$ cat config.mk
export PLATFORM = sky130hd
export DESIGN_NAME = cls_supervisor
export DESIGN_NICKNAME = d
export VERILOG_FILES = /design/src/cls_sec_tick.v /design/src/cls_supervisor.v
export VERILOG_INCLUDE_DIRS = /design/src
export SDC_FILE = /design/constraint.sdc
export NUM_CORES = 1
export LEC_CHECK = 0
export ABC_CLOCK_PERIOD_IN_PS = 8700
export BUFFER_PORTS_ARGS = -buffer_cell sky130_fd_sc_hd__buf_4
export CAP_MARGIN = 20
export CORE_ASPECT_RATIO = 2
export CORE_MARGIN = 5
export CORE_UTILIZATION = 45
export DETAILED_ROUTE_END_ITERATION = 6
export HOLD_SLACK_MARGIN = 0.1
export PLACE_DENSITY = 0.76
export SYNTH_ARGS = -nofsm -noshare
export SYNTH_HDL_FRONTEND = slang
export SYNTH_SLANG_ARGS = --single-unit
export TNS_END_PERCENT = 20
$ cat constraint.sdc
create_clock -name clk -period 8.7 [get_ports clk]
set_input_delay 1.305 -clock clk [delete_from_list [all_inputs] [get_ports clk]]
set_output_delay 1.305 -clock clk [all_outputs]
set_load 0.1 [all_outputs]
$ cat src/cls_map.vh
// Operation
// With loss reaction 0 a lost link lets the current run go on.
// With loss reaction 1 a lost link aborts any run in progress.
// With loss reaction 2 a lost link starts a safe run; 3 is reserved.
// The loss reaction acts only on a link that came up and was lost.
// With power-up field 0 no safe run is made at power-up.
// Fields 1 to 3 start a safe run if no link comes in 15, 30, 60 s.
// Every safe run targets the signed safe-position parameter.
// A failed safe run is retried after the repetition time in seconds.
// A repetition time of zero disables retries.
// The power-up timer stops without a run if a link comes first.
// The retry timer clears on a successful safe run or a new link.
`ifndef CLS_MAP_VH
`define CLS_MAP_VH
`define CLS_REG_CFG       8'h76
`define CLS_REG_SAFE_POS  8'h78
`define CLS_REG_RETRY     8'h7A
`define CLS_CFG_RESET     16'h0001
`define CLS_POS_RESET     32'h00000000
`define CLS_RETRY_RESET   16'h0000
`define CLS_LOSS_LSB      0
`define CLS_PWR_LSB       2
`define CLS_LOSS_CONTINUE 2'h0
`define CLS_LOSS_ABORT    2'h1
`define CLS_LOSS_SAFE     2'h2
`define CLS_PWR_NONE      2'h0
`define CLS_PWR_15        2'h1
`define CLS_PWR_30        2'h2
`define CLS_PWR_60        2'h3
`define CLS_CLK_HZ        32'h07735940
`define CLS_T15_S         16'h000F
`define CLS_T30_S         16'h001E
`define CLS_T60_S         16'h003C
`endif

$ cat src/cls_sec_tick.v
`timescale 1ns/1ps
`include "cls_map.vh"
module cls_sec_tick #(
   parameter SEC_CYCLES = `CLS_CLK_HZ
) (
   input  wire clk,        // Device clock.
   input  wire rst_n,      // Synchronised reset, active low.
   input  wire restart,    // Restarts the second from zero.
   output reg  tick        // One-cycle pulse once per second.
);
   reg [31:0] cnt;

   always @(posedge clk or negedge rst_n) begin
      if (!rst_n) begin
         cnt  <= 32'h00000000;
         tick <= 1'b0;
      end else if (restart) begin
         cnt  <= 32'h00000000;
         tick <= 1'b0;
      end else if (cnt == SEC_CYCLES - 1) begin
         cnt  <= 32'h00000000;
         tick <= 1'b1;
      end else begin
         cnt  <= cnt + 32'h00000001;
         tick <= 1'b0;
      end
   end
endmodule

$ cat src/cls_supervisor.v
`timescale 1ns/1ps
`include "cls_map.vh"
module cls_supervisor #(
   parameter SEC_CYCLES = `CLS_CLK_HZ
) (
   input  wire        clk,         // Device clock, 125 MHz.
   input  wire        rstn,        // Power-up reset, active low.
   input  wire        reg_wr,      // Parameter write strobe.
   input  wire [7:0]  reg_addr,    // Parameter number.
   input  wire [31:0] reg_wdata,   // Parameter write data.
   output reg  [31:0] reg_rdata,   // Parameter read data.
   input  wire        conn_up,     // Cyclic connection established.
   input  wire        run_busy,    // Positioning run in progress.
   input  wire        run_done,    // Run reached its target, pulse.
   input  wire        run_fail,    // Run failed, pulse.
   output reg         abort_run,   // Abort current run, pulse.
   output reg         safe_start,  // Start safe-position run, pulse.
   output reg  [31:0] safe_target, // Target of the safe run.
   output reg         safe_active  // Safe run outstanding.
);
   // -----------------------------------------------------------------
   // Reset release
   // -----------------------------------------------------------------
   // The pin may rise at any time; two flops make every register leave
   // reset on the same clock edge instead of on a partly settled one.
   reg rs1;
   reg rst_n;
   always @(posedge clk or negedge rstn) begin
      if (!rstn) begin
         rs1   <= 1'b0;
         rst_n <= 1'b0;
      end else begin
         rs1   <= 1'b1;
         rst_n <= rs1;
      end
   end

   // -----------------------------------------------------------------
   // Parameters
   // -----------------------------------------------------------------
   reg [15:0] cfg;
   reg [31:0] safe_pos;
   reg [15:0] retry_s;
   wire [1:0] loss_sel = cfg[`CLS_LOSS_LSB+1:`CLS_LOSS_LSB];
   wire [1:0] pwr_sel  = cfg[`CLS_PWR_LSB+1:`CLS_PWR_LSB];

   // One-hot parameter select, shared by the write and the read path so
   // that both agree on which numbers are mapped; others select nothing.
   function [2:0] param_sel;
      input [7:0] addr;
      begin
         case (addr)
            `CLS_REG_CFG:      param_sel = 3'h1;
            `CLS_REG_SAFE_POS: param_sel = 3'h2;
            `CLS_REG_RETRY:    param_sel = 3'h4;
            default:           param_sel = 3'h0;
         endcase
      end
   endfunction

   wire [2:0] wr_sel   = param_sel(reg_addr) & {3{reg_wr}};
   wire [2:0] rd_sel   = param_sel(reg_addr);

   always @(posedge clk or negedge rst_n) begin
      if (!rst_n) begin
         cfg      <= `CLS_CFG_RESET;
         safe_pos <= `CLS_POS_RESET;
         retry_s  <= `CLS_RETRY_RESET;
      end else begin
         if (wr_sel[0]) begin
            cfg <= reg_wdata[15:0];
         end
         if (wr_sel[1]) begin
            safe_pos <= reg_wdata;
         end
         if (wr_sel[2]) begin
            retry_s <= reg_wdata[15:0];
         end
      end
   end

   always @(posedge clk or negedge rst_n) begin
      if (!rst_n) begin
         reg_rdata <= 32'h00000000;
      end else begin
         case (rd_sel)
            3'h1:    reg_rdata <= {16'h0000, cfg};
            3'h2:    reg_rdata <= safe_pos;
            3'h4:    reg_rdata <= {16'h0000, retry_s};
            default: reg_rdata <= 32'h00000000;
         endcase
      end
   end

   // -----------------------------------------------------------------
   // Timers
   // -----------------------------------------------------------------
   function [15:0] pwr_delay;
      input [1:0] sel;
      begin
         case (sel)
            `CLS_PWR_15: pwr_delay = `CLS_T15_S;
            `CLS_PWR_30: pwr_delay = `CLS_T30_S;
            `CLS_PWR_60: pwr_delay = `CLS_T60_S;
            default:     pwr_delay = 16'h0000;
         endcase
      end
   endfunction

   localparam ST_BOOT  = 2'h0;
   localparam ST_LINK  = 2'h1;
   localparam ST_LOST  = 2'h2;
   localparam ST_IDLE  = 2'h3;

   reg  [1:0]  state;
   reg         conn_d;
   reg  [15:0] sec_cnt;
   reg         retry_wait;
   wire        tick;
   wire        conn_rise = conn_up & ~conn_d;
   wire        conn_fall = ~conn_up & conn_d;
   wire        restart = conn_rise | conn_fall | (run_fail & safe_active);

   // The second restarts on every link edge and on a failed safe run, so
   // each delay counts whole seconds from its own starting event. One
   // count serves both delays; the power-up wait is over before a retry.
   cls_sec_tick #(
      .SEC_CYCLES (SEC_CYCLES)
   ) u_tick (
      .clk     (clk),
      .rst_n   (rst_n),
      .restart (restart),
      .tick    (tick)
   );

   // -----------------------------------------------------------------
   // Supervision
   // -----------------------------------------------------------------
   // Retries run only while the link is down; a returning connection
   // hands control back to the scanner.
   always @(posedge clk or negedge rst_n) begin
      if (!rst_n) begin
         state       <= ST_BOOT;
         conn_d      <= 1'b0;
         sec_cnt     <= 16'h0000;
         retry_wait  <= 1'b0;
         abort_run   <= 1'b0;
         safe_start  <= 1'b0;
         safe_active <= 1'b0;
         safe_target <= 32'h00000000;
      end else begin
         conn_d     <= conn_up;
         abort_run  <= 1'b0;
         safe_start <= 1'b0;
         if (conn_rise) begin
            state       <= ST_LINK;
            retry_wait  <= 1'b0;
            safe_active <= 1'b0;
            sec_cnt     <= 16'h0000;
         end else begin
            case (state)
               ST_BOOT: begin
                  // A zero field parks the count, so a later write of a
                  // delay counts the second already under way as its first.
                  if (pwr_sel == `CLS_PWR_NONE) begin
                     sec_cnt <= 16'h0000;
                  end else if (tick) begin
                     if (sec_cnt + 16'h0001 >= pwr_delay(pwr_sel)) begin
                        safe_start  <= 1'b1;
                        safe_active <= 1'b1;
                        safe_target <= safe_pos;
                        state       <= ST_IDLE;
                        sec_cnt     <= 16'h0000;
                     end else begin
                        sec_cnt <= sec_cnt + 16'h0001;
                     end
                  end
               end
               ST_LINK: begin
                  if (conn_fall) begin
                     state <= ST_LOST;
                     // Abort only when a run is moving, so an idle drive
                     // never sees a stray abort.
                     case (loss_sel)
                        `CLS_LOSS_CONTINUE:
                           abort_run <= 1'b0;
                        `CLS_LOSS_ABORT:
                           abort_run <= run_busy;
                        `CLS_LOSS_SAFE: begin
                           safe_start  <= 1'b1;
                           safe_active <= 1'b1;
                           safe_target <= safe_pos;
                        end
                        // Reserved code 3 is taken as continue.
                        default: abort_run <= 1'b0;
                     endcase
                  end
               end
               default: begin
                  if (safe_active && run_done) begin
                     safe_active <= 1'b0;
                     retry_wait  <= 1'b0;
                     sec_cnt     <= 16'h0000;
                  end else if (safe_active && run_fail) begin
                     retry_wait <= (retry_s != 16'h0000);
                     sec_cnt    <= 16'h0000;
                  end else if (retry_wait && tick) begin
                     if (sec_cnt + 16'h0001 >= retry_s) begin
                        retry_wait  <= 1'b0;
                        safe_start  <= 1'b1;
                        safe_target <= safe_pos;
                        sec_cnt     <= 16'h0000;
                     end else begin
                        sec_cnt <= sec_cnt + 16'h0001;
                     end
                  end
               end
            endcase
         end
      end
   end
endmodule

=== Word-level counts from Yosys, hierarchy flattened ===
Cells that the tools add are included.
Widths: inputs -> output; s select.

* Flip-flop bits (word level): 186
* Output and inout bits: 67
* Logic and storage cells: 141

* Equality and inequality tests: 28
* $add $sub $neg: 2
* Order comparisons: 2
* Bitwise operators: 9
* Multiplexer cells: 65
* Reduce and logical (&&, ||, !) cells: 19

{| class="wikitable"
|+ Operators with widths
! operator !! count
|-
| $mux 32 || 11
|-
| $mux 16 || 12
|-
| $pmux 32 s3 || 1
|-
| $pmux 32 s2 || 1
|-
| $add 32x1->32 const B || 1
|-
| $eq 32x27->1 const B || 1
|-
| $ge 16x16->1 || 2
|-
| $pmux 16 s2 || 1
|-
| $mux 1 || 29
|-
| $eq 8x7->1 const B || 3
|-
| $pmux 6 s3 || 1
|-
| $add 16x1->16 const B || 1
|-
| $reduce_bool 16->1 || 1
|-
| $reduce_bool 4->1 || 3
|-
| $mux 2 || 5
|-
| $reduce_and 10->1 || 1
|-
| $ne 3x3->1 const B || 3
|-
| $pmux 3 s3 || 1
|-
| $reduce_bool 3->1 || 3
|-
| $ne 2x2->1 const B || 4
|-
| $eq 2x1->1 const B || 3
|-
| $eq 2x2->1 const B || 3
|-
| $ne 2x1->1 const B || 3
|-
| $ne 3x1->1 const B || 2
|-
| 18 further kinds || 29
|}

=== Longest topological paths before layout ===
* Word-level depth: 12
* Gate-level depth with buffers: 15
* Gate-level depth less buffers: 13

=== Hierarchy ===
A second synthesis with hierarchy kept.

* Cells, all modules: 772
* Area, all modules: 9,092.5 um2

{| class="wikitable"
|+ By module, submodules not included
! module !! cells each !! times used !! seq. area each (um2) !! area an instance (um2)
|-
| cls_supervisor || 589 || 1 || 3,829.9 || 7,233.2
|-
| cls_sec_tick || 183 || 1 || 825.8 || 1,859.3
|}

=== Worst setup path after synthesis ===
Ideal clock, no wire load.

* Path type: in2reg
* Start point: in reg_addr[7]
* End point: reg safe_pos[10]
* Arrival time: 3,126 ps
* Setup slack: 5,449 ps
* Stages: 7
* Setup time: 125 ps
* Data required time: 8,575 ps
* Path through: nand4b_1 > nor2_1 > nor4bb_1 > and2_1 > clkbuf_1 > buf_1 > mux2_2

* Cells in the longest elaborated chain, start to end: 3
* Elaborated cells on any way between the ends: 5

{| class="wikitable"
|+ RTL lines
! item !! RTL line !! source
|-
| from (decl) || cls_supervisor.v:9 || <nowiki>input wire [7:0] reg_addr,</nowiki>
|-
| $eq 8x7->1 || cls_supervisor.v:52 || <nowiki>case (addr)</nowiki>
|-
| $pmux 3 s3 (*) || cls_supervisor.v:52 ||
|-
| $and 3x3->3 (*) || cls_supervisor.v:61 || <nowiki>wire [2:0] wr_sel = param_sel(reg_addr) & {3{reg_wr}};</nowiki>
|-
| to (signal assigned) || cls_supervisor.v:67 || <nowiki>safe_pos <= `CLS_POS_RESET;</nowiki>
|-
| to (signal assigned) || cls_supervisor.v:74 || <nowiki>safe_pos <= reg_wdata;</nowiki>
|-
| to (decl) || cls_supervisor.v:42 || <nowiki>reg [31:0] safe_pos;</nowiki>
|}

Every way passes the cells marked *; elsewhere a longest branch is shown, timed or not.
A chain may end at the register's enable or synchronous reset.

=== Final worst setup path ===
* Start point: reg sec_cnt[0]
* End point: reg safe_target[31]

* Cells in the longest elaborated chain, start to end: 4
* Elaborated cells on any way between the ends: 6

{| class="wikitable"
|+ RTL lines
! item !! RTL line !! source
|-
| from (decl) || cls_supervisor.v:117 || <nowiki>reg [15:0] sec_cnt;</nowiki>
|-
| from (signal assigned) || cls_supervisor.v:175 || <nowiki>sec_cnt <= sec_cnt + 16'h0001;</nowiki>
|-
| from (signal assigned) || cls_supervisor.v:214 || <nowiki>sec_cnt <= sec_cnt + 16'h0001;</nowiki>
|-
| $add 16x1->16 (*) || cls_supervisor.v:168, cls_supervisor.v:208 ||
|-
| $ge 16x16->1 (on tied branches) || cls_supervisor.v:168, cls_supervisor.v:208 ||
|-
| $ne 2x2->1 (no line) or $reduce_bool 3->1 (tied branches) || n/a ||
|-
| $reduce_and 10->1 (no line) (*) || n/a ||
|-
| to (signal assigned) || cls_supervisor.v:171 || <nowiki>safe_target <= safe_pos;</nowiki>
|-
| to (signal assigned) || cls_supervisor.v:192 || <nowiki>safe_target <= safe_pos;</nowiki>
|-
| to (signal assigned) || cls_supervisor.v:211 || <nowiki>safe_target <= safe_pos;</nowiki>
|-
| to (decl) || cls_supervisor.v:18 || <nowiki>output reg [31:0] safe_target,</nowiki>
|}

Marks and branches as above.

==> impl_metrics.yaml <==
detailed_routing:
  ant_nets: 0
  drc_errors: 0
  detailed_routing_iterations_pass_1: 6
  drt-total-wl_um: 20000
  routedWlPerCell_um: 17.9
  detailroute.via_count: 6070
  drt_first_iter_violations: 296
  route.detailed.vias_per_inst: 5.42
finish:
  post_layout_nonfiller_instances: 1120
  area.sequential_um2: 4660
  layout-drive-gt1-share_pct: 30.4
  filler_cell_count: 1630
  finalNetCount: 926
  insertedDiodeCount: 0
  synthToLayoutAreaGrowth_pct: 19.8
  multiInputGateArea_um2: 3730
pwr:
  static_leakage_uw: 0.00526
  irDropWorstVdd_mv: 0.122
  clock_power_share_pct: 33.5
  power.density_cell_area_nw_per_um2: 223
  switching_power_uw: 831
  comb_power_share_pct: 24.5
  seq_power_share_pct: 42.0
  sw_frac_of_total_pct: 35.9
  cell_internal_power_uw: 1490
  totalPowerFinal_uw: 2320
clocking:
  htree_num_levels: 4
  numCtsBuffers: 17
  clkSinkCount: 186
  cts-hold-fix-buffers: 0
  clockBufferDepth: 2
  clk_pin_slew_worst_paths_ns: 0.08
  postCtsSetupBuffers: 0
  clk_latency_ns: 0.43
  cts_root_buf: "sky130_fd_sc_hd__clkbuf_16"
  cells_resized_by_post_cts_repair: 0
  clock_tree_from_tritoncts: "built"
global_routing:
  grt_pass1_vias: 6407
  largest_net_degree_at_the_start_of_global_routing: 74
  globalRouteOverflowTotal: 0
  gr-usage-all-layers_pct: 18.7
  grt_antenna_before_repair: 0
  grt_first_pass_wirelength_um: 32500
logic_synthesis:
  synth_top_cell_by_area: "sky130_fd_sc_hd__dfrtp_1"
  synth_cells: 738
  yosysSeqAreaShare_pct: 53.7
  synth_cell_types: 58
  synth_area_leaders: "sky130_fd_sc_hd__dfrtp_1 53%, sky130_fd_sc_hd__mux2_2 8.3%, sky130_fd_sc_hd__mux2_4 5.0%, sky130_fd_sc_hd__ha_1 4.5%, sky130_fd_sc_hd__xor2_1 3.0%"
  async_reset_ff_share_pct: 100
  synth-edff-count: 0
  top_ff_cell_synth: "sky130_fd_sc_hd__dfrtp_1"
  ys_ff_latch: 186
  synth-warning-count: 0
  synthesis.area_um2: 8670
  syn_area_per_cell_um2: 11.7
  syn_nets: 816
  synth_top_cell_area_share_pct: 53.4
timing:
  achievable_clock_frequency_ghz: 0.236
  setup_ws_ns: 4.47
  skew_ns: 0.0147
  timing.final.crit_share_pct: 48.7
  setup_repair_after_global_routing_missed_its_margin: "false"
  tightest_slew_ns: 0.895
  timing_max_transition_violations_final: 0
  hold_slack_ns: 0.347
  setup_viol: 0
  fin_setup_tns_ns: 0
  layout_min_cycle_time_ns: 4.23
  maxSlewHeadroom_pct: 40.3
  timing.final.hold_violations: 0
setup_path:
  critical_path.endpoint_type: "flip-flop"
  cp_max_fo: 19
  critical_path_arrival_ns: 4.54
  worst-r2r-cell-count: 13
  critical_path_class: "flip-flop to flip-flop"
  crit_path_start_kind: "flip-flop"
  worstReg2RegStart: "sec_cnt[0]$_DFFE_PN0P_"
  timing.rr.end: "safe_target[31]$_DFFE_PN0P_"
  reg2reg_slack_ns: 4.47
  critPathLaunch: "sec_cnt[0]$_DFFE_PN0P_"
  cp.required_ns: 9.01
  setup.worst_path.end: "safe_target[31]$_DFFE_PN0P_"
run:
  max_capacitance_violation_count: 0
floorplan:
  dieArea_um2: 22300
  die-height_um: 206
  core.rowCount: 72
  die_outline_width_um: 108
  core_area_um2: 19200
  initial_core_util_pct: 45.2
  ios: 114
placed_design:
  placement.setup.worst_slack_ns: 4.44
  placement.io_buffers: 113
  place_congestion: 0.966
  dpl.cell_count: 1088
  dp.final_hpwl_um: 14500
min_path:
  hold_path_class: "flip-flop to async pin"
outcome:
  result_of_the_run: "complete, no violations"
==> layout by cell type, fill, tap and decap left out, types with 27 or more instances in the layout <==
cell                      netlist  final
sky130_fd_sc_hd__dfrtp_1      185    184
sky130_fd_sc_hd__buf_4          0    121
sky130_fd_sc_hd__mux2_2        64     64
sky130_fd_sc_hd__nor2_1        58     58
sky130_fd_sc_hd__nand2_1       49     49
sky130_fd_sc_hd__inv_1         45     45
sky130_fd_sc_hd__ha_1          31     31
sky130_fd_sc_hd__xor2_1        30     30
sky130_fd_sc_hd__mux2_4        29     29
sky130_fd_sc_hd__o21ai_0       27     27
==> flip-flops by register name (all words and copies together) (netlist names) <==
name,flops
abort_run,1
cfg,16
conn_d,1
reg_rdata,32
retry_s,16
retry_wait,1
rs1,1
rst_n,1
safe_active,1
safe_pos,32
safe_start,1
safe_target,32
sec_cnt,16
state,2
u_tick.cnt,32
u_tick.tick,1
==> critical path, stage by stage, from the launching register on <==
cell                      delay [ns]
sky130_fd_sc_hd__dfrtp_1        0.46
sky130_fd_sc_hd__ha_1           0.29
sky130_fd_sc_hd__nand2_1        0.24
sky130_fd_sc_hd__or4_1          0.62
sky130_fd_sc_hd__nand2_1        0.12
sky130_fd_sc_hd__ha_1           0.22
sky130_fd_sc_hd__nand2_1        0.07
sky130_fd_sc_hd__o21ai_0        0.08
sky130_fd_sc_hd__a21oi_1        0.19
sky130_fd_sc_hd__o21ai_0        0.17
sky130_fd_sc_hd__a41oi_1        0.26
sky130_fd_sc_hd__o32a_2         0.56
sky130_fd_sc_hd__buf_4          0.44
sky130_fd_sc_hd__mux2_1         0.36
==> power by group through the flow <==
stage          combinational [µW]  sequential [µW]  clock (µW)
2_1_floorplan                 227             1200           0
3_3_place_gp                  563              986           0
3_5_place_dp                  571              988           0
4_1_cts                       572              972         793
5_1_grt                       600              981         834
6_report                      568              972         775
==> layout make-up <==
class / instances / area share (%)
tap: 259 / 3.12
clock inverter: 14 / 1.61
timing repair buffer: 121 / 8.75
sequential: 186 / 44.9
clock buffer: 18 / 4.13
multi-input combinational: 477 / 35.9
inverter: 45 / 1.63
==> Yosys cell counts (3+ instances only) <==
cell type                  instances
sky130_fd_sc_hd__dfrtp_1         185
sky130_fd_sc_hd__mux2_2           64
sky130_fd_sc_hd__nor2_1           58
sky130_fd_sc_hd__nand2_1          49
sky130_fd_sc_hd__inv_1            45
sky130_fd_sc_hd__ha_1             31
sky130_fd_sc_hd__xor2_1           30
sky130_fd_sc_hd__mux2_4           29
sky130_fd_sc_hd__o21ai_0          27
sky130_fd_sc_hd__nand3_1          22
sky130_fd_sc_hd__and2_1           20
sky130_fd_sc_hd__clkbuf_1         20
sky130_fd_sc_hd__a222oi_1         16
sky130_fd_sc_hd__a21oi_1          15
sky130_fd_sc_hd__nand4_1          14
sky130_fd_sc_hd__xnor2_1          10
sky130_fd_sc_hd__nor3_1            9
sky130_fd_sc_hd__nor4_1            9
sky130_fd_sc_hd__and3_1            7
sky130_fd_sc_hd__nand2b_1          7
sky130_fd_sc_hd__buf_6             4
sky130_fd_sc_hd__nor3b_1           4
sky130_fd_sc_hd__a211oi_1          3
sky130_fd_sc_hd__buf_1             3
sky130_fd_sc_hd__buf_2             3
sky130_fd_sc_hd__mux2_1            3
sky130_fd_sc_hd__nor2b_1           3
sky130_fd_sc_hd__or2_2             3
sky130_fd_sc_hd__or3_1             3
==> cell families after synthesis <==
family	Yosys count	synth area share [%]
buffers and inverters	75	3.64
xor gates and xnor gates	41	4.23
and+or+nand+nor	225	13.6
other	1	0.0432
AOI/OAI and AO/OA	81	6.38
muxes	98	14.0
DFF	186	53.7
adders and majority gates	31	4.47
==> worst min path at each step <==
| stage | from | end | slack, ns | depth (start not counted) |
|---|---|---|---|---|
| after CTS | rs1$_DFF_PN0_ | rst_n$_DFF_PN0_ | 0.35 | 0 |
| after global placement | rs1$_DFF_PN0_ | rst_n$_DFF_PN0_ | 0.33 | 0 |
| after detailed placement | rs1$_DFF_PN0_ | rst_n$_DFF_PN0_ | 0.34 | 0 |
| final | rst_n$_DFF_PN0_ | cfg[5]$_DFFE_PN0P_ | 0.35 | 0 |
| after global routing | rs1$_DFF_PN0_ | rst_n$_DFF_PN0_ | 0.37 | 0 |
| after floorplan | rs1$_DFF_PN0_ | rst_n$_DFF_PN0_ | 0.33 | 0 |
==> per-stage QoR <==
stage / util [%] / cell area (µm²)
after floorplan: - / 8670
after detailed placement: 51.0 / 9790
after CTS: 54.1 / 10400
after global routing: 54.1 / 10400
after global placement: 51.0 / 9790
final: 54.1 / 10400
==> layer usage <==
layer | vias to the layer above | routed length (µm) | track usage, %
met5 | - | 0 | 0
met4 | 0 | 567 | 8.08
met3 | 34 | 978 | 3.63
met2 | 169 | 11300 | 35.2
met1 | 3059 | 7150 | 20.0
li1 | 2808 | - | -
Note: power is estimated with default switching activity, not from simulation.
